## config.mk

```make
export PLATFORM = sky130hd
export DESIGN_NAME = i2c_master_sequencer
export DESIGN_NICKNAME = d
export VERILOG_FILES = /design/src/verilog/i2c_seq_pkg.sv /design/src/verilog/rate_counter.sv /design/src/verilog/i2c_master_sequencer.sv
export SDC_FILE = /design/constraint.sdc
export NUM_CORES = 1
export LEC_CHECK = 0
export ABC_AREA = 1
export BUFFER_PORTS_ARGS = -buffer_cell sky130_fd_sc_hd__buf_2
export CAP_MARGIN = 10
export CELL_PAD_IN_SITES_DETAIL_PLACEMENT = 0
export CELL_PAD_IN_SITES_GLOBAL_PLACEMENT = 2
export CORE_MARGIN = 1
export CORE_UTILIZATION = 34
export CTS_CLUSTER_DIAMETER = 100
export DETAILED_ROUTE_END_ITERATION = 10
export GPL_ROUTABILITY_DRIVEN = 1
export GPL_TIMING_DRIVEN = 0
export PLACE_DENSITY_LB_ADDON = 0.1
export SYNTH_ARGS = -nofsm -noshare
export SYNTH_HDL_FRONTEND = slang
export SYNTH_SLANG_ARGS = --single-unit
```

## constraint.sdc

```tcl
create_clock -name clock -period 3.65 [get_ports clock]
set_input_delay 0.73 -clock clock [delete_from_list [all_inputs] [get_ports clock]]
set_output_delay 0.73 -clock clock [all_outputs]
set_load 0.03 [all_outputs]
```

## src/verilog/i2c_seq_pkg.sv

```systemverilog
// constants, types and register map of the i2c master sequencer
// assumes one 200 MHz clock; one rate tick per rising clock edge
package i2c_seq_pkg;

	// ==========================================================
	// register map (byte addresses, one word each)
	localparam int          ADDR_W      = 5;
	localparam logic [4:0]  OFF_CTRL2   = 5'h00; // control2_reg
	localparam logic [4:0]  OFF_STATUS  = 5'h04; // port_status_reg
	localparam logic [4:0]  OFF_RATE    = 5'h08; // rate_reload_reg
	localparam logic [4:0]  OFF_BUF     = 5'h0C; // shift_buffer_reg
	localparam logic [4:0]  OFF_FLAGS   = 5'h10; // event flags

	// ==========================================================
	// field positions
	localparam int C2_START   = 0; // start_request
	localparam int C2_RESTART = 1; // restart_request
	localparam int C2_RECV    = 3; // receive_request
	localparam int C2_ACKSEQ  = 4; // ack_sequence_request
	localparam int C2_ACKVAL  = 5; // ack_value_select
	localparam int C2_ACK_RECEIVED_STATUS = 6; // ack_received_status
	localparam int CMD_W      = 5; // guarded command field width
	localparam int ST_BF      = 0; // buffer_full_flag
	localparam int ST_START   = 3; // start detected
	localparam int FL_EVT     = 0; // port_event_flag
	localparam int FL_BCL     = 1; // bus_collision_flag
	localparam int FL_WRITE_COLLISION_FLAG    = 2; // write_collision_flag
	localparam int FL_OVF     = 3; // receive_overflow_flag

	// ==========================================================
	// widths, reset values, counts
	localparam int          RATE_W      = 7;
	localparam int          RS_RATE_W   = 6;
	localparam logic [6:0]  RATE_RST    = 7'h09;
	localparam logic [3:0]  BITS_BYTE   = 4'h8;
	localparam logic [3:0]  LAST_BIT    = 4'h7;
	localparam int          SYNC_LEN    = 3;

	// ==========================================================
	// sequencer states
	typedef enum logic [3:0] {
		IDLE    = 4'b0000,
		S_CHK   = 4'b0001,
		S_HOLD  = 4'b0010,
		R_SCLDN = 4'b0011,
		R_SDAUP = 4'b0100,
		R_SCLUP = 4'b0101,
		R_BOTH  = 4'b0110,
		R_SDADN = 4'b0111,
		B_FALL  = 4'b1000,
		B_LOW   = 4'b1001,
		B_REL   = 4'b1010,
		B_HIGH  = 4'b1011
	} state_t;

	// byte-level operation in progress
	typedef enum logic [1:0] {
		OP_TX  = 2'b00,
		OP_RX  = 2'b01,
		OP_ACK = 2'b10
	} op_t;

	// sticky event flags
	typedef struct packed {
		logic ovf;
		logic write_collision_flag;
		logic bcl;
		logic evt;
	} flags_t;

	// open-drain pull-down requests
	typedef struct packed {
		logic sclLow;
		logic sdaLow;
	} lineDrive_t;

endpackage

```

## src/verilog/rate_counter.sv

```systemverilog
// reloadable down counter that paces every bus phase
// assumes the sequencer loads it and reacts to done in that cycle
`timescale 1ns/1ps
module rate_counter #(
	parameter int W = 7
) (
	input  wire logic         clock,
	input  wire logic         rst_b,
	input  wire logic         load,
	input  wire logic [W-1:0] reloadVal,
	output logic              done,
	output logic              running
);

	logic [W-1:0] cnt_q;
	logic         run_q;

	// ==========================================================
	// timeout when a running count reaches zero
	assign done    = run_q & (cnt_q == '0);
	assign running = run_q;

	// reload wins; otherwise count down and stop at zero
	always_ff @(posedge clock or negedge rst_b) begin
		if (!rst_b) begin
			cnt_q <= '0;
			run_q <= 1'b0;
		end else if (load) begin
			cnt_q <= reloadVal;
			run_q <= 1'b1;
		end else if (run_q) begin
			cnt_q <= (cnt_q == '0) ? cnt_q : cnt_q - 1'b1;
			run_q <= (cnt_q != '0);
		end
	end

endmodule // rate_counter

```

## src/verilog/i2c_master_sequencer.sv

```systemverilog
// i2c master sequencer: start, repeated start, byte tx/rx, ack
// assumes an Avalon-MM master and open-drain SCL/SDA with pull-ups
//
// How it works
// RL1: start request with both lines high reloads the counter from seven bits.
// RL2: timeout with lines high pulls SDA low and sets start detected.
// RL3: one more period, then clear start request, stop counter, SDA low.
// RL4: lines low at start or SCL low early flags collision, aborts.
// RL5: low five control bits ignore writes during start or restart.
// RL6: restart pulls SCL low, then loads six bits, releases SDA.
// RL7: SDA high releases SCL; both high one period; SDA low; done.
// RL8: start detected set at once; restart event only after timeout.
// RL9: restart ignored when busy; SDA low at SCL rise collides.
// RL10: software loads the address byte after the event flag.
// RL11: buffer write sets full and shifts bits, low then high period.
// RL12: eighth fall clears full, releases SDA; ninth samples acknowledge.
// RL13: after ninth clock set event, hold SCL low, stop counter.
// RL14: buffer full set by buffer write, cleared after eight bits out.
// RL15: buffer write while busy sets write collision; software clears it.
// RL16: receive request acts only when idle.
// RL17: rollovers toggle SCL, shift SDA in; eighth fall completes byte.
// RL18: receive sets buffer full; buffer read clears it.
// RL19: new byte while buffer full sets receive overflow.
// RL20: ack request pulls SCL low and drives the ack value.
// RL21: ack: one period low, release, one period high, low, idle.
// RL22: counter counts down from reload to zero then stops.
// RL23: counting after SCL release waits until SCL is sampled high.
//
// The placing of the registers and the Avalon-MM register port were decided locally.
`timescale 1ns/1ps
module i2c_master_sequencer (
	input  wire logic        clock,
	input  wire logic        rst_b,
	input  wire logic [4:0]  address,
	input  wire logic        read,
	input  wire logic        write,
	input  wire logic [31:0] writedata,
	output logic [31:0]      readdata,
	output logic             waitrequest,
	input  wire logic        sclIn,
	output logic             sclOut,
	output logic             sclOe_b,
	input  wire logic        sdaIn,
	output logic             sdaOut,
	output logic             sdaOe_b
);

	// ==========================================================
	// pin synchronisers
	logic [1:0]              lineRaw;
	logic [1:0]              line_q;
	logic [i2c_seq_pkg::SYNC_LEN-1:0] sync_q [2];
	logic                    sclF;
	logic                    sdaF;

	assign lineRaw = {sdaIn, sclIn};
	assign sclF    = line_q[0];
	assign sdaF    = line_q[1];

	// three stages; a change counts when stages two and three agree
	for (genvar i = 0; i < 2; i++) begin : gSync
		always_ff @(posedge clock or negedge rst_b) begin
			if (!rst_b) begin
				sync_q[i] <= '1;
				line_q[i] <= 1'b1;
			end else begin
				sync_q[i] <= {sync_q[i][1:0], lineRaw[i]};
				if (sync_q[i][1] == sync_q[i][2])
					line_q[i] <= sync_q[i][2];
			end
		end
	end

	// ==========================================================
	// bus slave: one wait cycle, then the access completes
	logic req;
	logic resp_q;
	logic acc;
	logic hitCtrl;
	logic hitStat;
	logic hitRate;
	logic hitBuf;
	logic hitFlag;

	assign req         = read | write;
	assign acc         = req & resp_q;
	assign waitrequest = req & ~resp_q;
	assign hitCtrl     = (address == i2c_seq_pkg::OFF_CTRL2);
	assign hitStat     = (address == i2c_seq_pkg::OFF_STATUS);
	assign hitRate     = (address == i2c_seq_pkg::OFF_RATE);
	assign hitBuf      = (address == i2c_seq_pkg::OFF_BUF);
	assign hitFlag     = (address == i2c_seq_pkg::OFF_FLAGS);

	logic wrCtrl;
	logic wrRate;
	logic wrBuf;
	logic wrFlag;
	logic rdBuf;

	assign wrCtrl = write & acc & hitCtrl;
	assign wrRate = write & acc & hitRate;
	assign wrBuf  = write & acc & hitBuf;
	assign wrFlag = write & acc & hitFlag;
	assign rdBuf  = read & acc & hitBuf;

	// ==========================================================
	// state
	i2c_seq_pkg::state_t     state_q;
	i2c_seq_pkg::state_t     state_d;
	i2c_seq_pkg::op_t        op_q;
	i2c_seq_pkg::op_t        op_d;
	i2c_seq_pkg::flags_t     flags_q;
	i2c_seq_pkg::flags_t     flagSet;
	i2c_seq_pkg::lineDrive_t drv_q;
	i2c_seq_pkg::lineDrive_t drv_d;
	logic [4:0]              cmd_q;
	logic [4:0]              cmdClr;
	logic                    ackVal_q;
	logic                    ack_received_status_q;
	logic                    ack_received_status_d;
	logic                    startDet_q;
	logic                    setSd;
	logic                    clrSd;
	logic                    bf_q;
	logic                    bfSet;
	logic                    bfClr;
	logic [6:0]              rate_q;
	logic [7:0]              buf_q;
	logic [7:0]              sh_q;
	logic [7:0]              sh_d;
	logic [3:0]              bit_q;
	logic [3:0]              bit_d;
	logic                    ld;
	logic [6:0]              ldVal;
	logic                    tmo;
	logic                    busy;
	logic                    txGo;

	// busy covers any sequence running or a request not yet taken
	assign busy = (state_q != i2c_seq_pkg::IDLE) | (cmd_q[4:3] != 2'b00)
		| (cmd_q[1:0] != 2'b00);
	assign txGo = wrBuf & ~busy; // RL11

	rate_counter #(
		.W         (i2c_seq_pkg::RATE_W)
	) uRate (
		.clock     (clock),
		.rst_b     (rst_b),
		.load      (ld),
		.reloadVal (ldVal),
		.done      (tmo),
		.running   ()
	); // RL22

	// ==========================================================
	// sequencer
	always_comb begin
		state_d   = state_q;
		op_d      = op_q;
		drv_d     = drv_q;
		ld        = 1'b0;
		ldVal     = rate_q;
		flagSet   = '0;
		cmdClr    = '0;
		setSd     = 1'b0;
		clrSd     = 1'b0;
		bfSet     = 1'b0;
		bfClr     = 1'b0;
		ack_received_status_d = ack_received_status_q;
		sh_d      = sh_q;
		bit_d     = bit_q;
		case (state_q)
			i2c_seq_pkg::IDLE: begin
				bit_d = 4'h0;
				if (txGo) begin
					sh_d         = writedata[7:0];
					op_d         = i2c_seq_pkg::OP_TX;
					drv_d.sclLow = 1'b1;
					state_d      = i2c_seq_pkg::B_FALL;
				end else if (cmd_q[i2c_seq_pkg::C2_START]) begin
					if (sdaF & sclF) begin
						ld      = 1'b1; // RL1
						state_d = i2c_seq_pkg::S_CHK;
					end else begin
						flagSet.bcl = 1'b1; // RL4
						cmdClr      = '1;
						clrSd       = 1'b1;
						drv_d       = '0;
					end
				end else if (cmd_q[i2c_seq_pkg::C2_RESTART]) begin
					drv_d.sclLow = 1'b1; // RL6
					state_d      = i2c_seq_pkg::R_SCLDN;
				end else if (cmd_q[i2c_seq_pkg::C2_RECV]) begin
					op_d         = i2c_seq_pkg::OP_RX; // RL16
					drv_d.sclLow = 1'b1;
					state_d      = i2c_seq_pkg::B_FALL;
				end else if (cmd_q[i2c_seq_pkg::C2_ACKSEQ]) begin
					op_d         = i2c_seq_pkg::OP_ACK;
					drv_d.sclLow = 1'b1; // RL20
					state_d      = i2c_seq_pkg::B_FALL;
				end
			end
			i2c_seq_pkg::S_CHK: begin
				if (!sclF) begin
					flagSet.bcl = 1'b1; // RL4
					cmdClr      = '1;
					clrSd       = 1'b1;
					drv_d       = '0;
					state_d     = i2c_seq_pkg::IDLE;
				end else if (tmo || !sdaF) begin
					drv_d.sdaLow = 1'b1; // RL2
					setSd        = 1'b1; // RL8
					ld           = 1'b1; // RL3
					state_d      = i2c_seq_pkg::S_HOLD;
				end
			end
			i2c_seq_pkg::S_HOLD: begin
				if (tmo) begin
					cmdClr[i2c_seq_pkg::C2_START] = 1'b1; // RL3
					flagSet.evt = 1'b1;
					state_d     = i2c_seq_pkg::IDLE;
				end
			end
			i2c_seq_pkg::R_SCLDN: begin
				if (!sclF) begin
					ldVal        = {1'b0, rate_q[5:0]}; // RL6
					ld           = 1'b1;
					drv_d.sdaLow = 1'b0;
					state_d      = i2c_seq_pkg::R_SDAUP;
				end
			end
			i2c_seq_pkg::R_SDAUP: begin
				if (tmo && sdaF) begin
					drv_d.sclLow = 1'b0; // RL7
					state_d      = i2c_seq_pkg::R_SCLUP;
				end else if (tmo) begin
					flagSet.bcl = 1'b1; // RL9
					cmdClr      = '1;
					clrSd       = 1'b1;
					drv_d       = '0;
					state_d     = i2c_seq_pkg::IDLE;
				end
			end
			i2c_seq_pkg::R_SCLUP: begin
				if (sclF && !sdaF) begin
					flagSet.bcl = 1'b1; // RL9
					cmdClr      = '1;
					clrSd       = 1'b1;
					drv_d       = '0;
					state_d     = i2c_seq_pkg::IDLE;
				end else if (sclF) begin
					ld      = 1'b1; // RL7 RL23
					state_d = i2c_seq_pkg::R_BOTH;
				end
			end
			i2c_seq_pkg::R_BOTH: begin
				if (!sclF) begin
					flagSet.bcl = 1'b1; // RL9
					cmdClr      = '1;
					clrSd       = 1'b1;
					drv_d       = '0;
					state_d     = i2c_seq_pkg::IDLE;
				end else if (tmo || !sdaF) begin
					drv_d.sdaLow = 1'b1; // RL7
					setSd        = 1'b1; // RL8
					ld           = 1'b1;
					state_d      = i2c_seq_pkg::R_SDADN;
				end
			end
			i2c_seq_pkg::R_SDADN: begin
				if (tmo) begin
					cmdClr[i2c_seq_pkg::C2_RESTART] = 1'b1; // RL7
					flagSet.evt = 1'b1; // RL8
					state_d     = i2c_seq_pkg::IDLE;
				end
			end
			i2c_seq_pkg::B_FALL: begin
				// change SDA only once SCL is seen low
				if (!sclF) begin
					ld = 1'b1; // RL11
					if (op_q == i2c_seq_pkg::OP_TX)
						drv_d.sdaLow = (bit_q < i2c_seq_pkg::BITS_BYTE)
							& ~sh_q[7]; // RL12
					else if (op_q == i2c_seq_pkg::OP_ACK)
						drv_d.sdaLow = ~ackVal_q; // RL20
					else
						drv_d.sdaLow = 1'b0;
					state_d = i2c_seq_pkg::B_LOW;
				end
			end
			i2c_seq_pkg::B_LOW: begin
				if (tmo) begin
					drv_d.sclLow = 1'b0; // RL21
					state_d      = i2c_seq_pkg::B_REL;
				end
			end
			i2c_seq_pkg::B_REL: begin
				if (sclF) begin
					ld      = 1'b1; // RL23
					state_d = i2c_seq_pkg::B_HIGH;
				end
			end
			i2c_seq_pkg::B_HIGH: begin
				if (tmo) begin
					drv_d.sclLow = 1'b1; // RL17
					bit_d        = bit_q + 4'h1;
					state_d      = i2c_seq_pkg::B_FALL;
					case (op_q)
						i2c_seq_pkg::OP_TX: begin
							sh_d = {sh_q[6:0], 1'b0};
							if (bit_q == i2c_seq_pkg::LAST_BIT)
								bfClr = 1'b1; // RL12 RL14
							if (bit_q == i2c_seq_pkg::BITS_BYTE) begin
								ack_received_status_d   = sdaF; // RL12
								flagSet.evt = 1'b1; // RL13
								state_d     = i2c_seq_pkg::IDLE;
							end
						end
						i2c_seq_pkg::OP_RX: begin
							sh_d = {sh_q[6:0], sdaF}; // RL17
							if (bit_q == i2c_seq_pkg::LAST_BIT) begin
								bfSet       = 1'b1; // RL18
								flagSet.ovf = bf_q; // RL19
								flagSet.evt = 1'b1;
								cmdClr[i2c_seq_pkg::C2_RECV] = 1'b1;
								state_d     = i2c_seq_pkg::IDLE;
							end
						end
						default: begin
							cmdClr[i2c_seq_pkg::C2_ACKSEQ] = 1'b1; // RL21
							flagSet.evt = 1'b1; // RL21
							state_d = i2c_seq_pkg::IDLE;
						end
					endcase
				end
			end
			default: begin
				state_d = i2c_seq_pkg::IDLE;
			end
		endcase
		flagSet.write_collision_flag = wrBuf & busy; // RL15
	end

	// ==========================================================
	// state registers
	always_ff @(posedge clock or negedge rst_b) begin
		if (!rst_b) begin
			state_q   <= i2c_seq_pkg::IDLE;
			op_q      <= i2c_seq_pkg::OP_TX;
			drv_q     <= '0;
			sh_q      <= 8'h00;
			bit_q     <= 4'h0;
			ack_received_status_q <= 1'b0;
		end else begin
			state_q   <= state_d;
			op_q      <= op_d;
			drv_q     <= drv_d;
			sh_q      <= sh_d;
			bit_q     <= bit_d;
			ack_received_status_q <= ack_received_status_d;
		end
	end

	// command bits: writable only while nothing runs or waits; ack value taken on every write
	always_ff @(posedge clock or negedge rst_b) begin
		if (!rst_b) begin
			cmd_q    <= 5'h00;
			ackVal_q <= 1'b0;
		end else begin
			if (wrCtrl && !busy)
				cmd_q <= writedata[4:0]; // RL5 RL9 RL16
			else
				cmd_q <= cmd_q & ~cmdClr;
			if (wrCtrl)
				ackVal_q <= writedata[i2c_seq_pkg::C2_ACKVAL];
		end
	end

	// buffer, rate reload and status; hardware set wins over clear
	always_ff @(posedge clock or negedge rst_b) begin
		if (!rst_b) begin
			buf_q      <= 8'h00;
			rate_q     <= i2c_seq_pkg::RATE_RST;
			bf_q       <= 1'b0;
			startDet_q <= 1'b0;
			flags_q    <= '0;
		end else begin
			if (txGo)
				buf_q <= writedata[7:0]; // RL15
			else if (bfSet)
				buf_q <= sh_d;
			if (wrRate)
				rate_q <= writedata[6:0];
			bf_q       <= txGo | bfSet | (bf_q & ~bfClr & ~rdBuf); // RL14 RL18
			startDet_q <= setSd | (startDet_q & ~clrSd);
			flags_q    <= flagSet | (flags_q
				& ~(wrFlag ? writedata[3:0] : 4'h0)); // RL15
		end
	end

	// ==========================================================
	// read data captured during the wait cycle
	logic [31:0] rdMux;

	assign rdMux =
		hitCtrl ? {25'h0, ack_received_status_q, ackVal_q, cmd_q} :
		hitStat ? {28'h0, startDet_q, 2'b00, bf_q} :
		hitRate ? {25'h0, rate_q} :
		hitBuf  ? {24'h0, buf_q} :
		hitFlag ? {28'h0, flags_q} : 32'h0000_0000;

	always_ff @(posedge clock or negedge rst_b) begin
		if (!rst_b) begin
			resp_q   <= 1'b0;
			readdata <= 32'h0000_0000;
		end else begin
			resp_q <= req & ~resp_q;
			if (read && !resp_q)
				readdata <= rdMux;
		end
	end

	// open-drain pins: enable low pulls the line low
	assign sclOut  = 1'b0;
	assign sdaOut  = 1'b0;
	assign sclOe_b = ~drv_q.sclLow;
	assign sdaOe_b = ~drv_q.sdaLow;

endmodule // i2c_master_sequencer

```

==> flow_summary.ini <==
[outcome]
status = finished clean

[clock_tree]
cts_setup_buffers = 0
root_buffer = clkbuf_16
clk_path_buf_depth = 2
hold_buffers = 0
ctsResizeCount = 0
cts-htree-levels = 3
clkLatencyLatePin_ns = 0.34
numCtsBuffers = 9
tritoncts = built
cts.sinks = 73
clkTransAtPathRegs_ns = 0.06

[synthesis]
synth_common_cells = nand2_1, inv_1, dfrtp_1, nor2_1, nand3_1
synth_enable_flop_cells = 0
yosysMostFrequentCell = nand2_1
syn_inst = 619
yosysWarnings = 0
synthTopCellsByArea = dfrtp_1, nand2_1, dfstp_2
avgSynthCellArea_sq_um = 7.29
synth_top_area_share_pct = 34.9
synth_async_sr_flop_share_pct = 100
syn_area_sq_um = 4510
synthFlopType = dfrtp_1
ys_types = 38
ys_seq_area_share_pct = 40.8
yosys.area.top_type = dfrtp_1
synth-seq-cells = 73

[pwr]
p_seq_share_pct = 33.0
p_int_uw = 2030
p_switching_uw = 1440
p_leak_uw = 0.00280
power_frac_clock_pct = 26.6
powerDensity_nw_per_um2 = 654
pwr-share-comb_pct = 40.4
switching_share_pct = 41.5
ir_drop_mv = 0.221

[drt]
dr.pass1.iters = 6
wl_per_cell_um = 14.5
drc = 0
post_drt_via_cell_ratio = 4.68
antenna_left = 0
vias = 4032
first_iter_violations = 223
drt-total-wl_um = 12500

[finish]
drive_gt1_share_pct = 19.7
final_nets = 732
diodes = 0
final_cells = 862
area_delta_synth_final_pct = 17.6
post-route-util_pct = 41.5

[critical_path]
arrival_ns = 2.44
cp_cell_sequence = inv_1 -> ha_1 -> inv_1 -> nor2_1 -> nand4_1 -> nor2_1 -> nand2_1 -> nand3_1 -> nand3_2 -> nand2_1 -> nand2_1
cp_max_fo = 6
critPathSlowestCell = nor2_1
path_buf_inv = 2
worstReg2RegStart = uRate.cnt_q[0]$_DFFE_PN0P_
max_stage_delay_ns = 0.43
crit_path_end_kind = flop
worstSetupPathType = flop to flop
crit_required_ns = 3.89
reg2reg_depth = 11
cpMostUsedCell = nand2_1
rrSetupSlack_ns = 1.45
reg2reg_to = buf_q[5]$_DFFE_PN0P_
critPathLaunchType = flop
cpLargestDelayFamily = simple AND/OR/NAND/NOR gates

[global_route]
grt_pass1_wl_um = 20400
grt_max_degree = 54
grt_overflow = 0
first_global_vias = 4006
grtUsageTotal_pct = 20.1
antenna_found_initial = 0

[floorplan]
core_area_sq_um = 12800
boundaryPins = 80
start_util_pct = 35.3
die_y_um = 117
fp.dieArea_sq_um = 13700
rows = 41
die_x_um = 117

[timing]
drv_slew = 0
rsz0062_at_grt = false
fin_setup_tns_ns = 0
hold_ws_ns = 0.287
finalSetupViolations = 0
finalCritPeriodShare_pct = 60.2
clock.fmax_mhz = 455
skew_ns = 0.00918
hold_viol_final = 0
finalCriticalPeriod_ns = 2.20

[placement]
place_inst = 846
hpwl_um = 9660
gp_congestion = 0.846
io_buffers = 29

[worst_hold_path]
hold_path.class = input port to asynchronous set/reset pin

[flow_run]
cap_violations = 0
cell usage in the layout, fill, tap and decap left out, types with 2 or more instances in the layout:
master,count
a21oi_1,17
a31oi_1,2
a41oi_1,2
buf_2,30
buf_4,29
buf_6,4
clkbuf_1,2
clkbuf_16,9
clkbuf_8,2
clkinv_2,2
conb_1,26
dfrtp_1,63
dfstp_2,10
ha_1,4
inv_1,67
inv_2,7
maj3_1,2
nand2_1,189
nand2_2,10
nand2_4,4
nand3_1,49
nand3_2,11
nand4_1,11
nor2_1,61
nor2_2,6
nor2_4,6
nor3_1,6
o211ai_1,2
o21ai_0,36
o21ai_1,5
xor2_1,3
area by class of cell:
cell class / count / area [sq um]
Fill cell: 1343 / 7470
Multi-Input combinational cell: 460 / 2210
Sequential cell: 73 / 1840
Inverter: 75 / 283
Buffer: 36 / 274
Clock buffer: 12 / 256
Tap cell: 172 / 215
Timing Repair Buffer: 30 / 175
Clock inverter: 4 / 51.3
sequential cells by signal, summed over array words and instances (netlist names):
name / flops
ackVal_q: 1
ack_received_status_q: 1
bf_q: 1
bit_q: 4
buf_q: 8
cmd_q: 5
drv_q: 2
flags_q: 4
op_q: 2
rate_q: 7
readdata: 8
resp_q: 1
sclF: 1
sdaF: 1
sh_q: 8
startDet_q: 1
state_q: 4
sync_q: 6
uRate.cnt_q: 7
uRate.running: 1
metrics by stage:
step / setup WS [ns] / total power [uW] / area, sq um
2_1_floorplan: 1.74 / 2180 / 4610
3_3_place_gp: 1.28 / 2550 / 4970
3_5_place_dp: 1.42 / 2550 / 5000
4_1_cts: 1.44 / 3500 / 5300
5_1_grt: 1.17 / 3750 / 5300
6_report: 1.45 / 3470 / 5300
power by group through the flow:
stage                     registers [uW]  logic, uW  clock network (uW)
after floorplan                     1140       1050                   0
after global placement              1150       1390                   0
after detailed placement            1160       1400                   0
after CTS                           1150       1400                 949
after global routing                1170       1600                 978
final                               1150       1400                 923
worst max path at each step:
stage	startpoint	endpoint	slack [ns]	cells after the start
floorplan	read	waitrequest	1.74	2
global placement	rst_b	buf_q[5]$_DFFE_PN0P_	1.28	1
detailed placement	address[1]	cmd_q[2]$_DFF_PN0_	1.42	9
CTS	uRate.cnt_q[0]$_DFFE_PN0P_	buf_q[5]$_DFFE_PN0P_	1.44	11
global route	uRate.cnt_q[0]$_DFFE_PN0P_	buf_q[1]$_DFFE_PN0P_	1.17	11
finish	uRate.cnt_q[0]$_DFFE_PN0P_	buf_q[5]$_DFFE_PN0P_	1.45	11
cells by family (layout without fill, tap and decap cells):
logic type               count (synthesis)  in the layout  share of synthesized area [%]
other                                    1             26                         0.0831
adder cells (fa/ha/maj)                  6              6                           1.55
AO/OA/AOI/OAI                           68             68                           8.10
AND/OR/NAND/NOR                        356            356                           36.4
flip-flops                              73             73                           40.8
buffers and inverters                  111            157                           12.3
XOR/XNOR                                 4              4                          0.777
per-layer routing:
layer / track usage, % / vias up / wire length [um]
met5: 0 / - / 0
met4: 7.26 / 0 / 182
met3: 2.99 / 14 / 355
met2: 32.4 / 64 / 5670
met1: 27.4 / 1909 / 6310
li1: - / 2045 / -
Note: power is estimated with default switching activity, not from simulation.
